$ cat src/shared/kbrc_pkg.sv
// Constants shared by the keyboard route configuration block
package kbrc_pkg;

  // Register indices; byte address on the bus is four times the index
  localparam logic [7:0] KBRC_ROUTE_IDX     = 8'hf0;
  localparam logic [7:0] KBRC_RSV_FIRST_IDX = 8'hf1;
  localparam logic [7:0] KBRC_RSV_LAST_IDX  = 8'hff;

  // Bus geometry
  localparam int         KBRC_ADDR_W        = 12;
  localparam int         KBRC_DATA_W        = 32;
  localparam int         KBRC_IDX_LSB       = 2;
  localparam int         KBRC_IDX_MSB       = 9;

  // Value after reset and the bits that hold state
  localparam logic [7:0] KBRC_ROUTE_RST     = 8'h00;
  localparam logic [7:0] KBRC_ROUTE_WMASK   = 8'hfc;

  // Field positions of the route select register
  localparam int         KBRC_AUX_POL_BIT   = 7;
  localparam int         KBRC_M_ISO_BIT     = 6;
  localparam int         KBRC_K_ISO_BIT     = 5;
  localparam int         KBRC_M_LATCH_BIT   = 4;
  localparam int         KBRC_K_LATCH_BIT   = 3;
  localparam int         KBRC_FAST_EN_BIT   = 2;

  // Level seen by the controller core on an isolated line
  localparam logic       KBRC_IDLE_LEVEL    = 1'b1;

  // Interrupt channels
  localparam int         KBRC_CH_MOUSE      = 0;
  localparam int         KBRC_CH_KEYBD      = 1;
  localparam int         KBRC_NCH           = 2;

  // Address decode classes
  typedef enum logic [1:0] {
    KBRC_HIT_NONE  = 2'h0,
    KBRC_HIT_ROUTE = 2'h1,
    KBRC_HIT_RSV   = 2'h2
  } kbrc_hit_type;

endpackage

$ cat src/rtl/kbrc_top.sv
// Keyboard controller route select register with APB access
//
// The APB interface to the registers is this design's own decision.
`timescale 1ns/1ns
module kbrc_top
  import kbrc_pkg::*;
(
  input  wire logic                   clk,
  input  wire logic                   srst,
  input  wire logic                   psel,
  input  wire logic                   penable,
  input  wire logic                   pwrite,
  input  wire logic [KBRC_ADDR_W-1:0] paddr,
  input  wire logic [KBRC_DATA_W-1:0] pwdata,
  output logic      [KBRC_DATA_W-1:0] prdata,
  output logic                        pready,
  output logic                        pslverr,
  input  wire logic                   aux_ctl_in,
  output logic                        aux_output_line,
  input  wire logic                   mouse_clk_pin,
  input  wire logic                   mouse_data_line,
  input  wire logic                   keybd_clk_pin,
  input  wire logic                   keybd_data_line,
  output logic                        core_mouse_clk,
  output logic                        core_mouse_data,
  output logic                        core_keybd_clk,
  output logic                        core_keybd_data,
  output logic                        mouse_wake_data,
  output logic                        keybd_wake_data,
  input  wire logic                   core_mouse_irq,
  input  wire logic                   core_keybd_irq,
  input  wire logic                   mouse_irq_ack,
  input  wire logic                   keybd_irq_ack,
  output logic                        mouse_irq,
  output logic                        keybd_irq,
  input  wire logic                   fast_reset_req,
  input  wire logic                   fast_gate_req,
  input  wire logic                   core_reset_req,
  input  wire logic                   core_gate_req,
  output logic                        fast_port_en,
  output logic                        cpu_reset_out,
  output logic                        addr_line_gate
);

  // Classify a bus address into route, reserved or unmapped
  function automatic kbrc_hit_type addr_class(input logic [KBRC_ADDR_W-1:0] a);
    logic [7:0] idx;
    idx = a[KBRC_IDX_MSB:KBRC_IDX_LSB];
    if (a[KBRC_ADDR_W-1:KBRC_IDX_MSB+1] != '0 || a[KBRC_IDX_LSB-1:0] != '0) begin
      addr_class = KBRC_HIT_NONE;
    end else if (idx == KBRC_ROUTE_IDX) begin
      addr_class = KBRC_HIT_ROUTE;
    end else if (idx >= KBRC_RSV_FIRST_IDX && idx <= KBRC_RSV_LAST_IDX) begin
      addr_class = KBRC_HIT_RSV;
    end else begin
      addr_class = KBRC_HIT_NONE;
    end
  endfunction

  logic [7:0]             route_reg;
  logic [KBRC_DATA_W-1:0] prdata_reg;
  logic                   pready_reg;
  logic                   pslverr_reg;
  logic                   aux_out_reg;
  logic                   core_mouse_clk_reg;
  logic                   core_mouse_data_reg;
  logic                   core_keybd_clk_reg;
  logic                   core_keybd_data_reg;
  logic                   mouse_wake_reg;
  logic                   keybd_wake_reg;
  logic                   fast_port_en_reg;
  logic                   cpu_reset_reg;
  logic                   addr_gate_reg;
  logic                   setup_phase;
  logic                   access_done;
  kbrc_hit_type           hit;
  logic [KBRC_NCH-1:0]    irq_live;
  logic [KBRC_NCH-1:0]    irq_ack;
  logic [KBRC_NCH-1:0]    irq_sel;
  logic [KBRC_NCH-1:0]    irq_out;

  // Bus phase decode
  assign hit         = addr_class(paddr);
  assign setup_phase = psel && !penable;
  assign access_done = psel && penable && pready_reg;

  // One wait-free access phase after every setup cycle
  always_ff @(posedge clk) begin
    if (srst) begin
      pready_reg <= 1'b0;
    end else begin
      pready_reg <= setup_phase;
    end
  end

  // Unmapped addresses answer with an error
  always_ff @(posedge clk) begin
    if (srst) begin
      pslverr_reg <= 1'b0;
    end else begin
      pslverr_reg <= setup_phase && (hit == KBRC_HIT_NONE);
    end
  end

  always_ff @(posedge clk) begin
    if (srst) begin
      prdata_reg <= '0;
    end else if (setup_phase) begin
      if (hit == KBRC_HIT_ROUTE) begin
        prdata_reg <= {24'h000000, route_reg};
      end else begin
        prdata_reg <= '0;                      // Reserved and unmapped read zero
      end
    end
  end

  always_ff @(posedge clk) begin
    if (srst) begin
      route_reg <= KBRC_ROUTE_RST;
    end else if (access_done && pwrite && hit == KBRC_HIT_ROUTE) begin
      route_reg <= pwdata[7:0] & KBRC_ROUTE_WMASK;
    end
  end

  always_ff @(posedge clk) begin
    if (srst) begin
      aux_out_reg <= 1'b1;                     // Inactive for the default low polarity
    end else begin
      aux_out_reg <= route_reg[KBRC_AUX_POL_BIT] ? aux_ctl_in : !aux_ctl_in;
    end
  end

  always_ff @(posedge clk) begin
    if (srst) begin
      core_mouse_clk_reg  <= KBRC_IDLE_LEVEL;
      core_mouse_data_reg <= KBRC_IDLE_LEVEL;
    end else if (route_reg[KBRC_M_ISO_BIT]) begin
      core_mouse_clk_reg  <= KBRC_IDLE_LEVEL;
      core_mouse_data_reg <= KBRC_IDLE_LEVEL;
    end else begin
      core_mouse_clk_reg  <= mouse_clk_pin;
      core_mouse_data_reg <= mouse_data_line;
    end
  end

  always_ff @(posedge clk) begin
    if (srst) begin
      core_keybd_clk_reg  <= KBRC_IDLE_LEVEL;
      core_keybd_data_reg <= KBRC_IDLE_LEVEL;
    end else if (route_reg[KBRC_K_ISO_BIT]) begin
      core_keybd_clk_reg  <= KBRC_IDLE_LEVEL;
      core_keybd_data_reg <= KBRC_IDLE_LEVEL;
    end else begin
      core_keybd_clk_reg  <= keybd_clk_pin;
      core_keybd_data_reg <= keybd_data_line;
    end
  end

  always_ff @(posedge clk) begin
    if (srst) begin
      mouse_wake_reg <= KBRC_IDLE_LEVEL;
      keybd_wake_reg <= KBRC_IDLE_LEVEL;
    end else begin
      mouse_wake_reg <= mouse_data_line;
      keybd_wake_reg <= keybd_data_line;
    end
  end

  always_ff @(posedge clk) begin
    if (srst) begin
      fast_port_en_reg <= 1'b0;
      cpu_reset_reg    <= 1'b0;
      addr_gate_reg    <= 1'b0;
    end else begin
      fast_port_en_reg <= route_reg[KBRC_FAST_EN_BIT];
      cpu_reset_reg    <= core_reset_req | (route_reg[KBRC_FAST_EN_BIT] & fast_reset_req);
      addr_gate_reg    <= core_gate_req | (route_reg[KBRC_FAST_EN_BIT] & fast_gate_req);
    end
  end

  // Channel inputs gathered for the latch array
  assign irq_live[KBRC_CH_MOUSE] = core_mouse_irq;
  assign irq_live[KBRC_CH_KEYBD] = core_keybd_irq;
  assign irq_ack[KBRC_CH_MOUSE]  = mouse_irq_ack;
  assign irq_ack[KBRC_CH_KEYBD]  = keybd_irq_ack;
  assign irq_sel[KBRC_CH_MOUSE]  = route_reg[KBRC_M_LATCH_BIT];
  assign irq_sel[KBRC_CH_KEYBD]  = route_reg[KBRC_K_LATCH_BIT];

  for (genvar ch = 0; ch < KBRC_NCH; ch++) begin : g_irq
    kbrc_irq_latch u_latch (
      .clk        (clk),
      .srst       (srst),
      .irq_live   (irq_live[ch]),
      .irq_ack    (irq_ack[ch]),
      .latch_only (irq_sel[ch]),
      .irq_out    (irq_out[ch])
    );
  end

  // Output drive
  assign prdata          = prdata_reg;
  assign pready          = pready_reg;
  assign pslverr         = pslverr_reg;
  assign aux_output_line = aux_out_reg;
  assign core_mouse_clk  = core_mouse_clk_reg;
  assign core_mouse_data = core_mouse_data_reg;
  assign core_keybd_clk  = core_keybd_clk_reg;
  assign core_keybd_data = core_keybd_data_reg;
  assign mouse_wake_data = mouse_wake_reg;
  assign keybd_wake_data = keybd_wake_reg;
  assign mouse_irq       = irq_out[KBRC_CH_MOUSE];
  assign keybd_irq       = irq_out[KBRC_CH_KEYBD];
  assign fast_port_en    = fast_port_en_reg;
  assign cpu_reset_out   = cpu_reset_reg;
  assign addr_line_gate  = addr_gate_reg;
endmodule // kbrc_top

$ cat src/rtl/kbrc_irq_latch.sv
// Interrupt latch and output select for one controller interrupt
`timescale 1ns/1ns
module kbrc_irq_latch
  import kbrc_pkg::*;
(
  input  wire logic clk,
  input  wire logic srst,
  input  wire logic irq_live,
  input  wire logic irq_ack,
  input  wire logic latch_only,
  output logic      irq_out
);

  logic live_d_reg;
  logic latch_reg;
  logic irq_out_reg;

  // Previous live level for edge detection
  always_ff @(posedge clk) begin
    if (srst) begin
      live_d_reg <= 1'b0;
    end else begin
      live_d_reg <= irq_live;
    end
  end

  // Sticky copy; a new edge wins over a same-cycle ack
  always_ff @(posedge clk) begin
    if (srst) begin
      latch_reg <= 1'b0;
    end else if (irq_live && !live_d_reg) begin
      latch_reg <= 1'b1;
    end else if (irq_ack) begin
      latch_reg <= 1'b0;
    end
  end

  always_ff @(posedge clk) begin
    if (srst) begin
      irq_out_reg <= 1'b0;
    end else begin
      irq_out_reg <= latch_only ? latch_reg : (latch_reg & irq_live);
    end
  end

  assign irq_out = irq_out_reg;
endmodule // kbrc_irq_latch

$ cat config.mk
export PLATFORM = sky130hd
export DESIGN_NAME = kbrc_top
export DESIGN_NICKNAME = d
export VERILOG_FILES = /design/src/shared/kbrc_pkg.sv /design/src/rtl/kbrc_top.sv /design/src/rtl/kbrc_irq_latch.sv
export SDC_FILE = /design/constraint.sdc
export NUM_CORES = 1
export LEC_CHECK = 0
export BUFFER_PORTS_ARGS = -buffer_cell sky130_fd_sc_hd__buf_2
export CELL_PAD_IN_SITES_DETAIL_PLACEMENT = 0
export CELL_PAD_IN_SITES_GLOBAL_PLACEMENT = 1
export CORE_MARGIN = 2
export CORE_UTILIZATION = 26
export CTS_CLUSTER_SIZE = 30
export DETAILED_ROUTE_END_ITERATION = 6
export PLACE_DENSITY = 0.88
export SYNTH_ARGS = -nofsm -noshare
export SYNTH_HDL_FRONTEND = slang
export SYNTH_SLANG_ARGS = --single-unit
$ cat constraint.sdc
create_clock -name clk -period 1.5 [get_ports clk]
set_input_delay 0.075 -clock clk [delete_from_list [all_inputs] [get_ports clk]]
set_output_delay 0.075 -clock clk [all_outputs]
set_load 0.02 [all_outputs]
==> summary.md, run 1 <==
| Metric | Value |
|---|---|
| Crit path to | route_reg[3] |
| VDD IR max | 0.0003512 V |
| Count leader, synth | dfxtp_1 |
| Fin crit share | 80.02% |
| Top post-synthesis cells by area | dfxtp_1, buf_4, nand2b_1 |
| R2r setup slk | approximately 0.3 ns |
| Mux contribution to synthesized area | under 10% |
| CP most frequent cell | and4_1 |
| Clk sinks | 30 |
| R2r startpoint | pready |
| DRT antenna net count | 0 |
| Avg Cell Area, Syn | 9.790 um^2 |
| Total stage count of the critical path | 4 |
| Post-synthesis adder-cell area fraction | 0% |
| Leakage | between 0.8 and 0.9 nW |
| Core area | 5042 um^2 |
| Pre-antenna DRT Iters | 4 |
| Most frequent cells after synthesis | dfxtp_1, buf_4, nand2b_1 |
| Setup_tns | 0 ns |
| Worst path max stage delay | 0.33 ns |
| WS Path Type | reg2reg |
| Top_reg_cell synth | dfxtp_1 |
| Total CTS buffers | 5 |
| Gate Count Post-Synth | 137 |
| Synth cell types | 22 |
| Proportion of layout cells with a drive suffix above 1 | 35.15% |
| Crit-path leading delay family | simple AND/OR/NAND/NOR gates |
| RD Place Congestion | 0.6506 |
| Synth Area in Simple Gates | between 20% and 30% |
| I/O Buffers | 55 |
| Rows | 26 |
| CTS H-tree depth | 2 |
| Setup WS pre-CTS | between 0.2 and 0.25 ns |
| Deepest clock path buffer count | 2 |
| Post-synth EDFFs | 0 |
| Setup ws final | 0.2998 ns |
| Seq/Total Area, Yosys | 44.78% |
| Gr usage total | 9.856% |
| Cell accounting for the most synthesized area | dfxtp_1 |
| Worst Reg-to-Reg Cells | 4 |
| Starting Density | around a quarter |
| Critical path origin | pready |
| Xor-xnor portion of the synthesized cell area | less than 1% |
| Vias per cell | ~3.8 |
| Endpoints failing setup | 0 |
| Hold Path Class | in2reg |
| Critical Path Source Type | flop |
| DRC | 0 |
| Worst path arrival time | ~1.4 ns |
| DIE HEIGHT | about 76 um |
| CP Cell Sequence | and4_1 > and4_1 > buf_4 > mux2i_1 |
| Starting DRT DRC Count | 30 |
| FF+latch count, synth | 30 |
| Compound-Gate Fraction of Synth Area | 4.291% |
| Setup bufs post-CTS | 0 |
| Area grow syn2layout | 30.22% |
| First-pass GRT wire length | about 4200 um |
| Worst Min Path Start | aux_ctl_in |
| Synth top area share | 44.78% |
| Largest family of logic cells by synthesized area | simple AND/OR/NAND/NOR gates |
| Worst Path Max Fanout | 5 |
| Die W | 75.83 um |
| Largest net degree at the start of global routing | 36 |
| Max Clk Rate | roughly 0.83 GHz |
| CTS tree | done |
| Slowest-stage cell, CP | dfxtp_1 |
| Post-DP HPWL | between 2000 and 2500 um |
| Reg2reg end | route_reg[3] |
| Minimum clock period | ~1.2 ns |
| Global route total overflow | 0 |
| CTS clock-pin slew for the worst setup and hold paths | 0.06 ns |
| CP Capture Type | flop |
| Critical path data required time | ~1.7 ns |
| Initial antenna violation count | 0 |
| Final WL | 2746 um |
| Yosys warning total | 0 |
| Least-Margin Pin Slew | 0.5212 ns |
| End-of-flow core utilization | 34.64% |
| RSZ-0062 raised after global routing | no |
| Layout Skew | about 0.0040 ns |
| Worst path bufs/invs | 1 |
| Vias in the first global route | 936 |
| Power Density | approximately 970 nW/um^2 |
| I/O pins | 108 |
| Max Cap Viol | 0 |
| Via count | 1031 |
| Status | complete, no violations |
| Root Buffer | clkbuf_8 |
| Nets | 263 |
| Final Hold Viols | 0 |
| Rel. slew slack | 65.26% |
| N_diodes | 0 |
| Slew Limit Fails | 0 |
| Die area | roughly 5700 um^2 |
| Netlist Area Pre-Place | roughly 1300 um^2 |
| Post-synthesis async set-or-reset flop share | 0% |
| Avg WL per Cell | around 10 um |
| Clock Latency Late Sink | 0.27 ns |
cell usage in the layout, fill, tap and decap left out, types with 2 or more instances in the layout:
cell type / synthesis / routed
buf_2: 0 / 55
dfxtp_1: 30 / 30
conb_1: 1 / 26
nand2b_1: 16 / 16
a21oi_1: 10 / 10
nand2_1: 6 / 6
and3b_1: 6 / 6
nand4_1: 6 / 6
clkbuf_8: 0 / 6
dlygate4sd3_1: 0 / 6
nor2_1: 5 / 5
mux2i_1: 5 / 5
nor2b_1: 4 / 4
or3_1: 4 / 4
buf_4: 26 / 3
nor3b_1: 2 / 2
nor4_4: 2 / 2
and4_1: 2 / 2
or2_2: 2 / 2
repair_timing:
action                                 4_1_cts  5_1_grt
hold buffers                                 6        0
resized for setup                            0        0
endpoints found under the hold margin        8        0
setup endpoints to repair                    0        0
per-stage QoR:
stage | instance area (um^2) | std cells | hold slack, ns | power (mW)
floorplan | 1435 | 162 | 0.1576 | 1.022
global placement | 1595 | 258 | 0.2536 | 1.047
detailed placement | 1595 | 258 | 0.2559 | 1.050
CTS | 1747 | 272 | 0.01363 | 1.730
global route | 1747 | 272 | 0.04287 | 1.793
finish | 1747 | 272 | 0.02330 | 1.698
metal layers:
metal	global-route usage (%)	part of all wire [%]
met1	11.82	43
met2	15.90	50
met3	3.175	6.5
met4	4.678	0
met5	0	0
worst register-to-register path, cell delays in order, from the launching register on:
cell and delay (ns):
dfxtp_1 0.33, and4_1 0.17, and4_1 0.26, buf_4 0.19, mux2i_1 0.18
cells by family (layout without fill, tap and decap cells):
logic type | Yosys count | after routing
AOI/OAI and AO/OA | 11 | 11
xor gates and xnor gates | 1 | 1
buffers and inverters | 32 | 72
DFF | 30 | 30
muxes | 6 | 6
other | 1 | 26
and+or+nand+nor | 56 | 56
how the worst min path moves through the flow:
stage,to,slack [ns],cells after the start
6_report,aux_output_line,0.02,3
5_1_grt,aux_output_line,0.04,3
4_1_cts,addr_line_gate,0.01,3
2_1_floorplan,fast_port_en,0.16,1
3_5_place_dp,core_keybd_clk,0.26,2
3_3_place_gp,core_keybd_clk,0.25,2
where the power goes:
| part | internal (mW) | switching [mW] | total [mW] |
|---|---|---|---|
| registers | 0.820 | 0.00560 | 0.825 |
| logic | 0.0812 | 0.138 | 0.219 |
| clock network | 0.369 | 0.284 | 0.654 |
layout make-up:
class / instances / area [um^2]
Fill cell: 521 / 3296
Multi-Input combinational cell: 100 / 609.3
Timing Repair Buffer: 64 / 357.8
Sequential cell: 30 / 600.6
Clock buffer: 7 / 86.33
Clock inverter: 1 / 5.005
Tap cell: 70 / 87.58
Note: power is estimated with default switching activity, not from simulation.
==> inputs of run 2 (changes only) <==
clock period = 1.15 ns   (was 1.5 ns; I/O delays follow)
==> summary.md, run 2 (synthesis gave the netlist of run 1 again) <==
| Metric | Value |
|---|---|
| Initial antenna violation count | 0 |
| DRC | 0 |
| RD Place Congestion | roughly 0.82 |
| Proportion of layout cells with a drive suffix above 1 | around 37% |
| WS Path Type | reg2reg |
| Starting DRT DRC Count | between 40 and 50 |
| CTS tree | done |
| Cell Count, Final, Fillers Out | about 280 |
| Placed insts | 261 |
| Final WL | between 2000 and 3000 um |
| Core area | 5042 um^2 |
| Met2 Track Usage GR | ~17% |
| VDD IR max | 0.0005084 V |
| Largest net degree at the start of global routing | 19 |
| Global route total overflow | 0 |
| Deepest clock path buffer count | 2 |
| Grt met1 use | around 11% |
| Critical path data required time | 1.32 ns |
| Grt peak-use layer | met2 |
| CTS clock-pin slew for the worst setup and hold paths | 0.07 ns |
| Starting Density | 26.60% |
| Worst path arrival time | approximately 1.3 ns |
| Worst Path Max Fanout | 2 |
| Post-DP HPWL | 2169 um |
| Rows | 26 |
| Die area | 5749 um^2 |
| Die W | 75.83 um |
| Max Cap Viol | 0 |
| Avg WL per Cell | 10.29 um |
| CP Cell Sequence | and4_1 > and4_4 > mux2_4 |
| Vias per cell | between 3 and 4 |
| I/O pins | 108 |
| Clk sinks | 30 |
| Gr usage total | 10.00% |
| Most common cell after layout, fill and taps aside | buf_2 |
| Setup_tns | 0 ns |
| Hold WS | between 0.006 and 0.007 ns |
| Multi-input gate area | about 610 um^2 |
| Fin crit share | 99.84% |
| RSZ-0062 raised after global routing | yes |
| Total CTS buffers | 5 |
| Via count | 1075 |
| CTS H-tree depth | 2 |
| Max Clk Rate | 0.8710 GHz |
| Layout Skew | 0.006471 ns |
| Crit-path leading delay family | simple AND/OR/NAND/NOR gates |
| Minimum clock period | approximately 1.1 ns |
| Status | complete, no violations |
| Vias in the first global route | roughly 900 |
| Filler cell count | 522 |
| Worst path bufs/invs | 0 |
| Clock Latency Late Sink | around 0.28 ns |
| First-pass GRT wire length | between 4000 and 5000 um |
| Slew Limit Fails | 0 |
| Most frequent cells in the layout | buf_2, dfxtp_1, conb_1, nand2b_1, a21oi_1 |
| I/O Buffers | 55 |
| Reg area | 604.3 um^2 |
| Leakage | 0.8365 nW |
| DIE HEIGHT | about 76 um |
| Endpoints failing setup | 0 |
| Met3 usage | 2.910% |
| End-of-flow core utilization | 35.56% |
| N_diodes | 0 |
| Pre-antenna DRT Iters | 3 |
| DRT antenna net count | 0 |
| CP Capture Type | flop |
| Hold Path Class | in2reg |
| Nets | 267 |
| Critical Path Source Type | flop |
| R2r setup slk | ~0.0019 ns |
| Area grow syn2layout | 33.68% |
| Setup bufs post-CTS | 0 |
| Final Hold Viols | 0 |
| Root Buffer | clkbuf_8 |
| Worst path max stage delay | 0.34 ns |
| Power Density | 1252 nW/um^2 |
| Slowest-stage cell, CP | dfxtp_4 |
[run 2: cell count changes in the layout (fill, tap and decap cells not counted)]
cell,previous run,this run
and4_1,2,1
and4_4,1,2
buf_4,3,5
buf_6,0,1
clkbuf_1,1,0
clkinvlp_4,0,1
dfxtp_1,30,29
dfxtp_4,0,1
dlygate4sd3_1,6,7
[run 2: report_power, final]
group | switching, mW | leakage (nW) | internal (mW)
logic | 0.183 | 0.543 | 0.115
registers | 0.00754 | 0.247 | 1.07
clock network | 0.393 | 0.0472 | 0.480
total | 0.583 | 0.836 | 1.66
[run 2: worst paths after layout]
| check | start | end | cells past startpoint |
|---|---|---|---|
| worst max-delay path | pready | route_reg[2] | 3 |
| worst min-delay path | aux_ctl_in | aux_output_line | 3 |
| worst max register to register | pready | route_reg[2] | 3 |
| worst min register to register | prdata[5] | prdata[5] | 2 |
[run 2: cell type report]
cell class,instances,area share (%)
multi-input combinational,100,34.12
sequential,30,33.71
timing repair buffer,68,21.98
tap,70,4.885
clock buffer,6,4.606
clock inverter,2,0.6978
[run 2: stage by stage]
stage               total power [mW]  setup WS (ns)  cell area, um^2
detailed placement             1.377        -0.1093             1622
finish                         2.246       0.001865             1793
global placement               1.373       -0.06026             1622
CTS                            2.275       -0.01615             1793
floorplan                      1.331       -0.09676             1439
global route                   2.362       -0.06151             1793
[run 2: worst min-delay path, delay by kind of cell]
family | cells | cell delay (ns)
XOR/XNOR | 1 | 0.05
AND/OR/NAND/NOR | 1 | 0.05
buffers and inverters | 1 | 0.08
[run 2: repair_timing]
| action | in CTS | in global routing |
|---|---|---|
| endpoints found under the setup margin | 6 | 6 |
| pin swaps | 1 | 0 |
| gates resized for setup | 2 | 0 |
| hold buffers | 7 | 0 |
| endpoints found under the hold margin | 8 | 0 |
[run 2: layer usage]
metal  part of all wire (%)  up-vias
li1                       -      542
met1                     40      482
met2                     50       46
met3                    7.7        5
met4                    2.4        0
met5                      0        -
